**config.mk**
```make
export PLATFORM = sky130hd
export DESIGN_NAME = pfc_regs
export DESIGN_NICKNAME = d
export VERILOG_FILES = /design/src/pfc_pkg.sv /design/src/pfc_port_if.sv /design/src/pfc_port.sv /design/src/pfc_regs.sv
export VERILOG_INCLUDE_DIRS = /design/src
export SDC_FILE = /design/constraint.sdc
export NUM_CORES = 1
export LEC_CHECK = 0
export ABC_CLOCK_PERIOD_IN_PS = 2690
export BUFFER_PORTS_ARGS = -buffer_cell sky130_fd_sc_hd__buf_2
export CAP_MARGIN = 20
export CORE_MARGIN = 2
export CORE_UTILIZATION = 35
export DETAILED_ROUTE_END_ITERATION = 16
export PLACE_DENSITY = 0.67
export RECOVER_POWER = 25
export REMOVE_ABC_BUFFERS = 1
export SLEW_MARGIN = 20
export SYNTH_ARGS = -nofsm -noshare
export SYNTH_HDL_FRONTEND = slang
export SYNTH_SLANG_ARGS = --single-unit
```
**constraint.sdc**
```tcl
create_clock -name clk -period 2.69 [get_ports clk]
set_clock_uncertainty 0.05 [all_clocks]
set_input_delay 0.1345 -clock clk [delete_from_list [all_inputs] [get_ports clk]]
set_output_delay 0.1345 -clock clk [all_outputs]
set_load 0.02 [all_outputs]
```
**src/pfc_cfg.svh**
```systemverilog
// register offsets, field positions, reset values and timing counts of the flow-control bank
`ifndef PFC_CFG_SVH
`define PFC_CFG_SVH

`define PFC_ADDR_W 9
`define PFC_DATA_W 32
`define PFC_P2_OFFSET 9'h1a4
`define PFC_P0_OFFSET 9'h1a8

`define PFC_FIELD_W 7
`define PFC_RSVD_W 25
`define PFC_BIT_BP 6
`define PFC_BIT_DUP 5
`define PFC_BIT_CUR_RX 4
`define PFC_BIT_CUR_TX 3
`define PFC_BIT_RX 2
`define PFC_BIT_TX 1
`define PFC_BIT_MAN 0

`define PFC_FIELD_RST 1'b0
`define PFC_MAC_MANUAL_RST 1'b1
`define PFC_STRAP_W 7
`define PFC_STRAP_SETTLE 2'h2
`define PFC_CNT_RST 2'h0
`define PFC_CNT_ONE 2'h1

`endif

```
**src/pfc_pkg.sv**
```systemverilog
// types shared by the flow-control register bank
`include "pfc_cfg.svh"

package pfc_pkg;
    typedef logic [`PFC_FIELD_W-1:0] pfc_field_t;

    // one port's strap set, as pins or as rewritten by the eeprom loader
    typedef struct packed {
        logic bp;
        logic pause;
        logic manual;
    } pfc_strap_s;

    // link state reported by the port's phy or negotiation engine
    typedef struct packed {
        logic an_enable;
        logic half_duplex;
        logic an_rx_pause;
        logic an_tx_pause;
    } pfc_link_s;
endpackage : pfc_pkg

```
**src/pfc_port_if.sv**
```systemverilog
// carrier between the bank top and one port slice
interface pfc_port_if;
    logic wr;
    pfc_pkg::pfc_field_t wdata;
    logic ld;
    pfc_pkg::pfc_strap_s ld_val;
    logic mac_mode;
    pfc_pkg::pfc_link_s link;
    pfc_pkg::pfc_field_t rdata;
    logic bp_en;
    logic rx_en;
    logic tx_en;

    modport ctl(
        output wr, wdata, ld, ld_val, mac_mode, link,
        input rdata, bp_en, rx_en, tx_en
    );
    modport port(
        input wr, wdata, ld, ld_val, mac_mode, link,
        output rdata, bp_en, rx_en, tx_en
    );
endinterface : pfc_port_if

```
**src/pfc_port.sv**
```systemverilog
// one port's flow-control fields and current-state tracking
`include "pfc_cfg.svh"

module pfc_port #(
    parameter bit HAS_MAC_MODE = 1'b0
) (
    input wire logic clk,
    input wire logic reset_n,
    pfc_port_if.port p
);
    logic bp_q;
    logic rx_q;
    logic tx_q;
    logic man_q;
    logic cur_dup_q;
    logic cur_rx_q;
    logic cur_tx_q;
    logic man_force;
    logic man_eff;
    logic manual_path;

    // mac-mode forcing only exists on the port that has that mode
    assign man_force = HAS_MAC_MODE & p.mac_mode;
    assign man_eff = man_force | man_q;
    assign manual_path = man_eff | ~p.link.an_enable;

    // configuration fields; a loader update wins over a same-cycle write
    always_ff @(posedge clk or negedge reset_n) begin
        if (!reset_n) begin
            bp_q <= `PFC_FIELD_RST;
            rx_q <= `PFC_FIELD_RST;
            tx_q <= `PFC_FIELD_RST;
            man_q <= `PFC_FIELD_RST;
        end else if (p.ld) begin
            bp_q <= p.ld_val.bp;
            rx_q <= p.ld_val.pause;
            tx_q <= p.ld_val.pause;
            if (!man_force) begin
                man_q <= p.ld_val.manual;
            end
        end else if (p.wr) begin
            bp_q <= p.wdata[`PFC_BIT_BP];
            rx_q <= p.wdata[`PFC_BIT_RX];
            tx_q <= p.wdata[`PFC_BIT_TX];
            if (!man_force) begin
                man_q <= p.wdata[`PFC_BIT_MAN];
            end
        end
    end

    // current state: pause only matters in full duplex, so half duplex reads both off
    always_ff @(posedge clk or negedge reset_n) begin
        if (!reset_n) begin
            cur_dup_q <= `PFC_FIELD_RST;
            cur_rx_q <= `PFC_FIELD_RST;
            cur_tx_q <= `PFC_FIELD_RST;
        end else begin
            cur_dup_q <= p.link.half_duplex;
            cur_rx_q <= ~p.link.half_duplex & (manual_path ? rx_q : p.link.an_rx_pause);
            cur_tx_q <= ~p.link.half_duplex & (manual_path ? tx_q : p.link.an_tx_pause);
        end
    end

    assign p.rdata = {bp_q, cur_dup_q, cur_rx_q, cur_tx_q, rx_q, tx_q, man_eff};
    assign p.bp_en = bp_q;
    assign p.rx_en = cur_rx_q;
    assign p.tx_en = cur_tx_q;
endmodule : pfc_port

```
**src/pfc_regs.sv**
```systemverilog
// port 2 and port 0 flow-control configuration register bank
`include "pfc_cfg.svh"

// Contract
// - bit 6 enables half-duplex backpressure
// - bit 5 reads duplex, 1 is half
// - bit 4 reads receive pause in force
// - bit 3 reads transmit pause in force
// - bit 2 gates pause detection when manual
// - bit 1 gates pause generation when manual
// - negotiation decides unless manual or disabled
// - manual select: fields alone decide full duplex
// - port 0 follows same manual condition
// - writes never touch advertisement registers
// - defaults come from straps at reset
// - loader rewrite refreshes strap-derived fields
// - 32-bit registers, bits 31:7 reserved
// - port 0 mac mode forces manual
// - port 0 bit 1 gates generation
module pfc_regs (
    input wire logic clk,
    input wire logic reset_n,
    input wire logic reg_wr,
    input wire logic reg_rd,
    input wire logic [`PFC_ADDR_W-1:0] reg_addr,
    input wire logic [`PFC_DATA_W-1:0] reg_wdata,
    output logic [`PFC_DATA_W-1:0] reg_rdata,
    output logic reg_ack,
    input wire logic p2_backpressure_default_pin,
    input wire logic p2_pause_default_pin,
    input wire logic p2_manual_select_default_pin,
    input wire logic p0_backpressure_default_pin,
    input wire logic p0_pause_default_pin,
    input wire logic p0_manual_select_default_pin,
    input wire logic p0_mac_mode_pin,
    input wire logic eeprom_load_valid,
    input wire logic [2:0] eeprom_p2_strap,
    input wire logic [2:0] eeprom_p0_strap,
    input wire logic p2_an_enable,
    input wire logic p2_half_duplex,
    input wire logic p2_an_rx_pause,
    input wire logic p2_an_tx_pause,
    input wire logic p0_an_enable,
    input wire logic p0_half_duplex,
    input wire logic p0_an_rx_pause,
    input wire logic p0_an_tx_pause,
    output logic p2_backpressure_enable,
    output logic p2_rx_pause_active,
    output logic p2_tx_pause_active,
    output logic p0_backpressure_enable,
    output logic p0_rx_pause_active,
    output logic p0_tx_pause_active,
    output logic p0_mac_mode
);
    logic [`PFC_STRAP_W-1:0] strap_meta_q;
    logic [`PFC_STRAP_W-1:0] strap_sync_q;
    logic [1:0] settle_cnt_q;
    logic captured_q;
    logic mac_mode_q;
    logic strap_ld;
    logic hit_p2;
    logic hit_p0;
    logic [`PFC_DATA_W-1:0] rdata_d;
    logic [`PFC_DATA_W-1:0] rdata_q;
    logic ack_q;

    pfc_port_if p2_if();
    pfc_port_if p0_if();

    // strap pins are asynchronous to clk; the first stage feeds only the second
    always_ff @(posedge clk or negedge reset_n) begin
        if (!reset_n) begin
            strap_meta_q <= '0;
            strap_sync_q <= '0;
        end else begin
            strap_meta_q <= {p0_mac_mode_pin, p0_manual_select_default_pin,
                             p0_pause_default_pin, p0_backpressure_default_pin,
                             p2_manual_select_default_pin, p2_pause_default_pin,
                             p2_backpressure_default_pin};
            strap_sync_q <= strap_meta_q;
        end
    end

    // wait for the synchroniser to fill before trusting the straps, then latch once
    always_ff @(posedge clk or negedge reset_n) begin
        if (!reset_n) begin
            settle_cnt_q <= `PFC_CNT_RST;
            captured_q <= 1'b0;
        end else if (!captured_q) begin
            if (settle_cnt_q == `PFC_STRAP_SETTLE) begin
                captured_q <= 1'b1;
            end else begin
                settle_cnt_q <= settle_cnt_q + `PFC_CNT_ONE;
            end
        end
    end

    assign strap_ld = ~captured_q && (settle_cnt_q == `PFC_STRAP_SETTLE);

    // mac mode is a strap too; held from capture on, loader cannot change it
    always_ff @(posedge clk or negedge reset_n) begin
        if (!reset_n) begin
            mac_mode_q <= 1'b0;
        end else if (strap_ld) begin
            mac_mode_q <= strap_sync_q[6];
        end
    end

    // address decode; only the two documented words exist
    assign hit_p2 = (reg_addr == `PFC_P2_OFFSET);
    assign hit_p0 = (reg_addr == `PFC_P0_OFFSET);

    // port 2 slice wiring
    assign p2_if.wr = reg_wr & hit_p2;
    assign p2_if.wdata = reg_wdata[`PFC_FIELD_W-1:0];
    assign p2_if.ld = strap_ld | eeprom_load_valid;
    assign p2_if.ld_val = strap_ld ? pfc_pkg::pfc_strap_s'({strap_sync_q[0], strap_sync_q[1],
                                                            strap_sync_q[2]})
                                   : pfc_pkg::pfc_strap_s'(eeprom_p2_strap);
    assign p2_if.mac_mode = 1'b0;
    assign p2_if.link = {p2_an_enable, p2_half_duplex, p2_an_rx_pause, p2_an_tx_pause};

    // port 0 slice wiring; its negotiation input is the emulated phy's enable
    assign p0_if.wr = reg_wr & hit_p0;
    assign p0_if.wdata = reg_wdata[`PFC_FIELD_W-1:0];
    assign p0_if.ld = strap_ld | eeprom_load_valid;
    assign p0_if.ld_val = strap_ld ? pfc_pkg::pfc_strap_s'({strap_sync_q[3], strap_sync_q[4],
                                                            strap_sync_q[5]})
                                   : pfc_pkg::pfc_strap_s'(eeprom_p0_strap);
    assign p0_if.mac_mode = mac_mode_q;
    assign p0_if.link = {p0_an_enable, p0_half_duplex, p0_an_rx_pause, p0_an_tx_pause};

    pfc_port #(
        .HAS_MAC_MODE(1'b0)
    ) u_port2 (
        .clk(clk),
        .reset_n(reset_n),
        .p(p2_if.port)
    );

    pfc_port #(
        .HAS_MAC_MODE(1'b1)
    ) u_port0 (
        .clk(clk),
        .reset_n(reset_n),
        .p(p0_if.port)
    );

    // read mux; unmapped addresses read zero
    always_comb begin
        rdata_d = '0;
        if (hit_p2) begin
            rdata_d = {{`PFC_RSVD_W{1'b0}}, p2_if.rdata};
        end else if (hit_p0) begin
            rdata_d = {{`PFC_RSVD_W{1'b0}}, p0_if.rdata};
        end
    end

    // every access is answered one cycle later, mapped or not
    always_ff @(posedge clk or negedge reset_n) begin
        if (!reset_n) begin
            rdata_q <= '0;
            ack_q <= 1'b0;
        end else begin
            ack_q <= reg_rd | reg_wr;
            if (reg_rd) begin
                rdata_q <= rdata_d;
            end
        end
    end

    assign reg_rdata = rdata_q;
    assign reg_ack = ack_q;

    // enables toward the macs, all from slice flops; p0_mac_mode comes from the top's mac_mode_q
    assign p2_backpressure_enable = p2_if.bp_en;
    assign p2_rx_pause_active = p2_if.rx_en;
    assign p2_tx_pause_active = p2_if.tx_en;
    assign p0_backpressure_enable = p0_if.bp_en;
    assign p0_rx_pause_active = p0_if.rx_en;
    assign p0_tx_pause_active = p0_if.tx_en;
    assign p0_mac_mode = mac_mode_q;
endmodule : pfc_regs

```
Word-level counts from Yosys, hierarchy flattened
Cells that the tools add are included.
Word-level totals
  memory bits (writable): 0
  ROM bits: 0
  memories kept: 0
  bits of input ports: 67
  bits in latches: 0
  output and inout port bits: 40
  flip-flop bits (word level): 65
Operators by class
  eq/ne operators: 5
  shift operators: 0
  bitwise logic cells: 17
  mux-type cells: 28
  reduce and logical (&&, ||, !) cells: 5
  multiply operators: 0
  divide/modulo/power cells: 0
  magnitude comparators: 0
  add/sub/neg operators: 1
Operators with widths (number)
  $mux 1: 24
  $eq 9x9->1 const B: 2
  $mux 7: 2
  $and 1x1->1: 6
  $mux 3: 2
  $not 1->1: 6
  $or 1x1->1: 5
  $ne 2x2->1 const B: 2
  $reduce_bool 2->1: 2
  $reduce_and 3->1: 1
  $add 2x1->2 const B: 1
  $eq 2x2->1 const B: 1
  $reduce_and 2->1: 1
  $logic_and 1x1->1: 1

Depth between registers and ports, before layout
  depth in word-level cells: 5
  mapped depth: 7
  gate-level depth less buffers: 6

Hierarchy
A second synthesis with hierarchy kept.
Second synthesis, totals
  cells, all modules: 168
  area, all modules: 1976.9 µm²
Modules (own cells, without submodules)
  pfc_regs: sequential area each 650.6 µm², cells an instance 103, instances 1, area each 1248.7 µm²
  pfc_port at u_port0: sequential area each 175.2 µm², cells an instance 33, instances 1, area each 386.6 µm²
  pfc_port at u_port2: sequential area each 175.2 µm², cells an instance 32, instances 1, area each 341.6 µm²

Least setup slack after synthesis
OpenSTA, ideal clock, no wires.
  path type: reg-to-reg
  start point: register settle_cnt_q[0]
  end point: register u_port0.rx_q
  arrival: 1227 ps
  data required time: 2514 ps
  buffers on the path: 0
  library setup time: 126 ps
  slack: 1287 ps
  cell stages (with the launch flop): 7
  path through: dfrtp_1 > inv_1 > ha_1 > nor2b_2 > nor2_2 > nand2_1 > a2bb2oi_1
On the way
  word-level cells in the longest chain between the ends: 4
  elaborated cells on any way between the ends: 6
RTL lines
  start, declared: RTL line pfc_regs.sv:57  | logic [1:0] settle_cnt_q;
  start signal, assigned: RTL line pfc_regs.sv:87  | settle_cnt_q <= `PFC_CNT_RST;
  start signal, assigned: RTL line pfc_regs.sv:93  | settle_cnt_q <= settle_cnt_q + `PFC_CNT_ONE;
  $eq 2x2->1 (no source line) *
  $logic_and 1x1->1 *: RTL line pfc_regs.sv:98  | assign strap_ld = ~captured_q && (settle_cnt_q == `PFC_STRAP_SETTLE);
  $mux 3 / $or 1x1->1 (equally long branches): RTL line pfc_regs.sv:127, pfc_regs.sv:126
  $mux 1 / $reduce_bool 2->1 (equally long branches)
  end signal, assigned: RTL line pfc_port.sv:31  | rx_q <= `PFC_FIELD_RST;
  end signal, assigned: RTL line pfc_port.sv:36  | rx_q <= p.ld_val.pause;
  end signal, assigned: RTL line pfc_port.sv:43  | rx_q <= p.wdata[`PFC_BIT_RX];
  end, declared: RTL line pfc_port.sv:12  | logic rx_q;
Every way passes the cells marked *; elsewhere a longest branch is shown, timed or not.
A chain may end at the register's enable or synchronous reset.

Worst setup path in the final report
  start point: register settle_cnt_q[0]
  end point: register u_port0.man_q
On the way
  word-level cells in the longest chain between the ends: 5
  elaborated cells on any way between the ends: 9
RTL lines
  $eq 2x2->1 (no source line) *
  $logic_and 1x1->1 *: RTL line pfc_regs.sv:98
  $or 1x1->1 / $mux 3 (equally long branches): RTL line pfc_regs.sv:126, pfc_regs.sv:127
  $ne 2x2->1 (no source line), or another cell as far along
  $reduce_and 3->1 (no source line) / $mux 1 (equally long branches)
  end signal, assigned: RTL line pfc_port.sv:33  | man_q <= `PFC_FIELD_RST;
  end signal, assigned: RTL line pfc_port.sv:39  | man_q <= p.ld_val.manual;
  end signal, assigned: RTL line pfc_port.sv:46  | man_q <= p.wdata[`PFC_BIT_MAN];
  end, declared: RTL line pfc_port.sv:14  | logic man_q;
Every way passes the cells marked *; elsewhere a longest branch is shown, timed or not. The select of a mux whose other input is x is not followed.

==> impl_results.md <==
- Global Route Usage Sum: 12.65%
- Crit Path Class: register to register
- Worst slack after detailed placement: 0.9716 ns
- Largest vdd supply drop: 0.3177 mV
- Destination of the worst hold path: u_port2.p.rx_en$_DFF_PN0_
- Antenna Nets Post-Route: 0
- Final RePlAce weighted congestion: 0.7331
- Area growth from synthesis to layout: 22.57%
- Maximum buffer depth of the clock tree: 2
- Number of register bits inferred by synthesis: 40
- Final number of hold-violating endpoints: 0
- Worst R2R Setup Slack: 0.96 ns
- Initial Util: 35.73%
- Leakage power summed over all cells: 1.164 nW
- Number of antenna violations at the first check in global routing: 0
- Via count of the first global-routing pass: 1,197
- FF-to-FF End: u_port0.man_q$_DFFE_PN0P_
- Share of the cycle needed by the critical path after routing: 64.16%
- Final-layout fill cell count: 492
- Top library cells by usage in the layout, fill and taps aside: 49 x buf_2, 40 x dfrtp_1, 25 x conb_1
- Via total after detailed routing: 1,218
- Hold Path Origin: p2_an_rx_pause
- Shortest period the worst path allows: 1.726 ns
- Number of standard cells in the final layout excluding fillers: 288
- Worst R2R Path Depth: 6
- Top Family by Delay on Critical Path: simple AND/OR/NAND/NOR gates
- Postcts setup bufs: 0
- Data required, critical path: 2.85 ns
- Number of setup violations in the final report: 0
- Drt drc: 0
- Detailed router's first-iteration violation count: 50
- Maximum fanout along the worst path: 14
- Setup repair after global routing missed its margin: no
- Delay contributed by the slowest stage of the critical path: 0.44 ns
- Wire length of the first global-routing pass: 5.313 mm
- Number of inserted diodes: 0
- Netlist area before placement: 1802 sq um
- Syn. warnings: 0
- Run status: finished clean
- Endpoint class of the critical path: register
- Sum Neg Setup Slack: 0 ns
- Number of nets in the layout: 286
- Clk_lat worst skew: 0.29 ns
- Gate Count Post-Synth: 152
- Pre-Repair DR Iteration Count: 5
- Num CTS Buffers: 5
- Most frequent standard cell in the layout excluding fill and tap cells: buf_2
- Cell-by-cell trace of the critical path: inv_1 -> ha_1 -> nor2b_2 -> nor2_2 -> a21oi_1 -> mux2i_1
- Max-cap violations: 0
- Mean number of vias per cell: 4.229
- Clock tree from TritonCTS: done
- Total of buffers placed on input and output ports: 53
- Post-DP Area: 2043 sq um
- Clock tree root driver cell: clkbuf_8
- Ratio of cells with drive above 1 in the final layout: 29.36%
- Chip Width: 75.75 microns
- Area of the die: 5738 sq um
- Clock slew seen by the registers of the worst setup and hold paths: 0.07 ns
- Minimum setup slack in the final design: 0.9641 ns
- Final HPWL DP: 2.467 mm
- Worst Path Arrival: 1.88 ns
- Area inside the core boundary: 5042 sq um
- Finished layout cell area: 2208 sq um
- Worst hold path class: input pin to register
- R2r startpoint: settle_cnt_q[0]$_DFFE_PN0P_
- Total congestion overflow after global routing: 0
- Number of cells on the worst hold path: 3
- Number of sinks driven by the clock tree: 40
- Floorplan row count: 26
- Worst path bufs/invs: 1
- Max-slew violation count: 0
- Worst-margin pin slew: 0.8648 ns
- Part of the Yosys area used for sequential elements: 55.56%
- Top-Level Pins: 107
- Slowest CP cell: nor2b_2
- Average cell area after synthesis: 11.85 sq um
- Unique masters post-synth: 32
- CTS H-tree lvls: 2
- Sort of element at the start of the critical path: register
- Worst slew margin relative to its limit: 42.35%
- Routed length per instance: 11.66 microns
- Aggregate routed wire length: 3.359 mm
- Pin count of the biggest net entering global routing: 41
- Highest clock rate: 579.4 MHz
- # placed instances: 271
- Pwr per Cell Area: 537.5 nW/um^2
- Die Span Y: 75.75 microns
==> synthesized netlist by cell type, drive strengths merged <==
master	n	area [sq um]
buf	27	197.7
xnor2	1	8.760
a221o	7	70.07
o31ai	2	15.01
nand4b	1	23.77
nand4	1	6.260
nand3	2	10.01
conb	1	3.750
nor2b	3	21.27
and3	7	48.80
ha	1	12.51
and4bb	1	16.27
o21ai	4	31.28
mux2i	10	100.1
clkbuf	1	3.750
a21oi	9	45.04
nor2	11	51.30
nor3b	2	26.28
dfrtp	40	1001
nand2	8	30.03
mux2	1	11.26
or2	1	6.260
a2bb2oi	4	35.03
clkinv	1	3.750
inv	6	22.52
==> worst reg2reg max path, stage by stage (launching register included) <==
cell and delay (ns):
dfrtp_1 0.40, inv_1 0.06, ha_1 0.14, nor2b_2 0.44, nor2_2 0.16, a21oi_1 0.19, mux2i_1 0.19
==> cell type report <==
type                    count  area, sq um  area share [%]
clock inverters             1        5.005          0.2266
flip-flops and latches     40         1001           45.33
repair buffers             63        360.3           16.32
clock buffers               6        72.57           3.286
well taps                  70        87.58           3.966
inverters                   7        26.28           1.190
multi-input cells         101        655.6           29.69
==> kinds of logic after synthesis <==
logic type	Yosys count	synth area share (%)
XOR/XNOR	1	0.4862
adder cells (fa/ha/maj)	1	0.6943
AO/OA/AOI/OAI	26	10.90
flip-flops	40	55.56
buffers and inverters	35	12.64
other	1	0.2081
AND/OR/NAND/NOR	37	13.33
multiplexers	11	6.181
==> sequential cells by signal (all words and copies together) (netlist names), 2 cells and up <==
signal	flops
strap_sync_q	7
settle_cnt_q	2
reg_rdata	7
strap_meta_q	7
==> through the flow <==
stage	hold slack [ns]	util, %	power, W
4_1_cts	0.04009	44.04	0.001202
3_3_place_gp	0.1921	40.52	0.0008191
2_1_floorplan	-0.2111	-	0.0007525
3_5_place_dp	0.1938	40.52	0.0008226
6_report	0.04223	43.80	0.001187
5_1_grt	0.05519	43.80	0.001257
==> power by group <==
group | switching [W] | total (W) | internal [W]
clock network | 0.000191 | 0.000367 | 0.000176
logic | 0.000105 | 0.000168 | 0.0000637
registers | 0.0000173 | 0.000651 | 0.000634
total | 0.000313 | 0.00119 | 0.000874
==> how the worst max path moves through the flow <==
stage                                 from                        end  slack [ns]  cells after the start
2_1_floorplan  settle_cnt_q[0]$_DFFE_PN0P_  u_port0.man_q$_DFFE_PN0P_        1.14                      6
3_3_place_gp   settle_cnt_q[0]$_DFFE_PN0P_  u_port0.man_q$_DFFE_PN0P_         1.0                      6
3_5_place_dp   settle_cnt_q[0]$_DFFE_PN0P_  u_port0.man_q$_DFFE_PN0P_        0.97                      6
4_1_cts        settle_cnt_q[0]$_DFFE_PN0P_  u_port0.man_q$_DFFE_PN0P_        0.94                      6
5_1_grt        settle_cnt_q[0]$_DFFE_PN0P_  u_port0.man_q$_DFFE_PN0P_        0.78                      6
6_report       settle_cnt_q[0]$_DFFE_PN0P_  u_port0.man_q$_DFFE_PN0P_        0.96                      6
==> per-layer routing <==
layer	share of wire [%]	vias to the layer above	GRT usage, %
li1	-	604	-
met1	44	557	14.68
met2	47	52	20.59
met3	8.2	5	6.481
met4	0.74	0	3.509
met5	0	-	0
==> what timing repair did <==
| action | 4_1_cts | 5_1_grt |
|---|---|---|
| hold buffers | 10 | 0 |
| endpoints found under the hold margin | 53 | 0 |
| resized for setup | 0 | 0 |
| setup endpoints to repair | 0 | 0 |
Power figures use the tool's default switching activity.
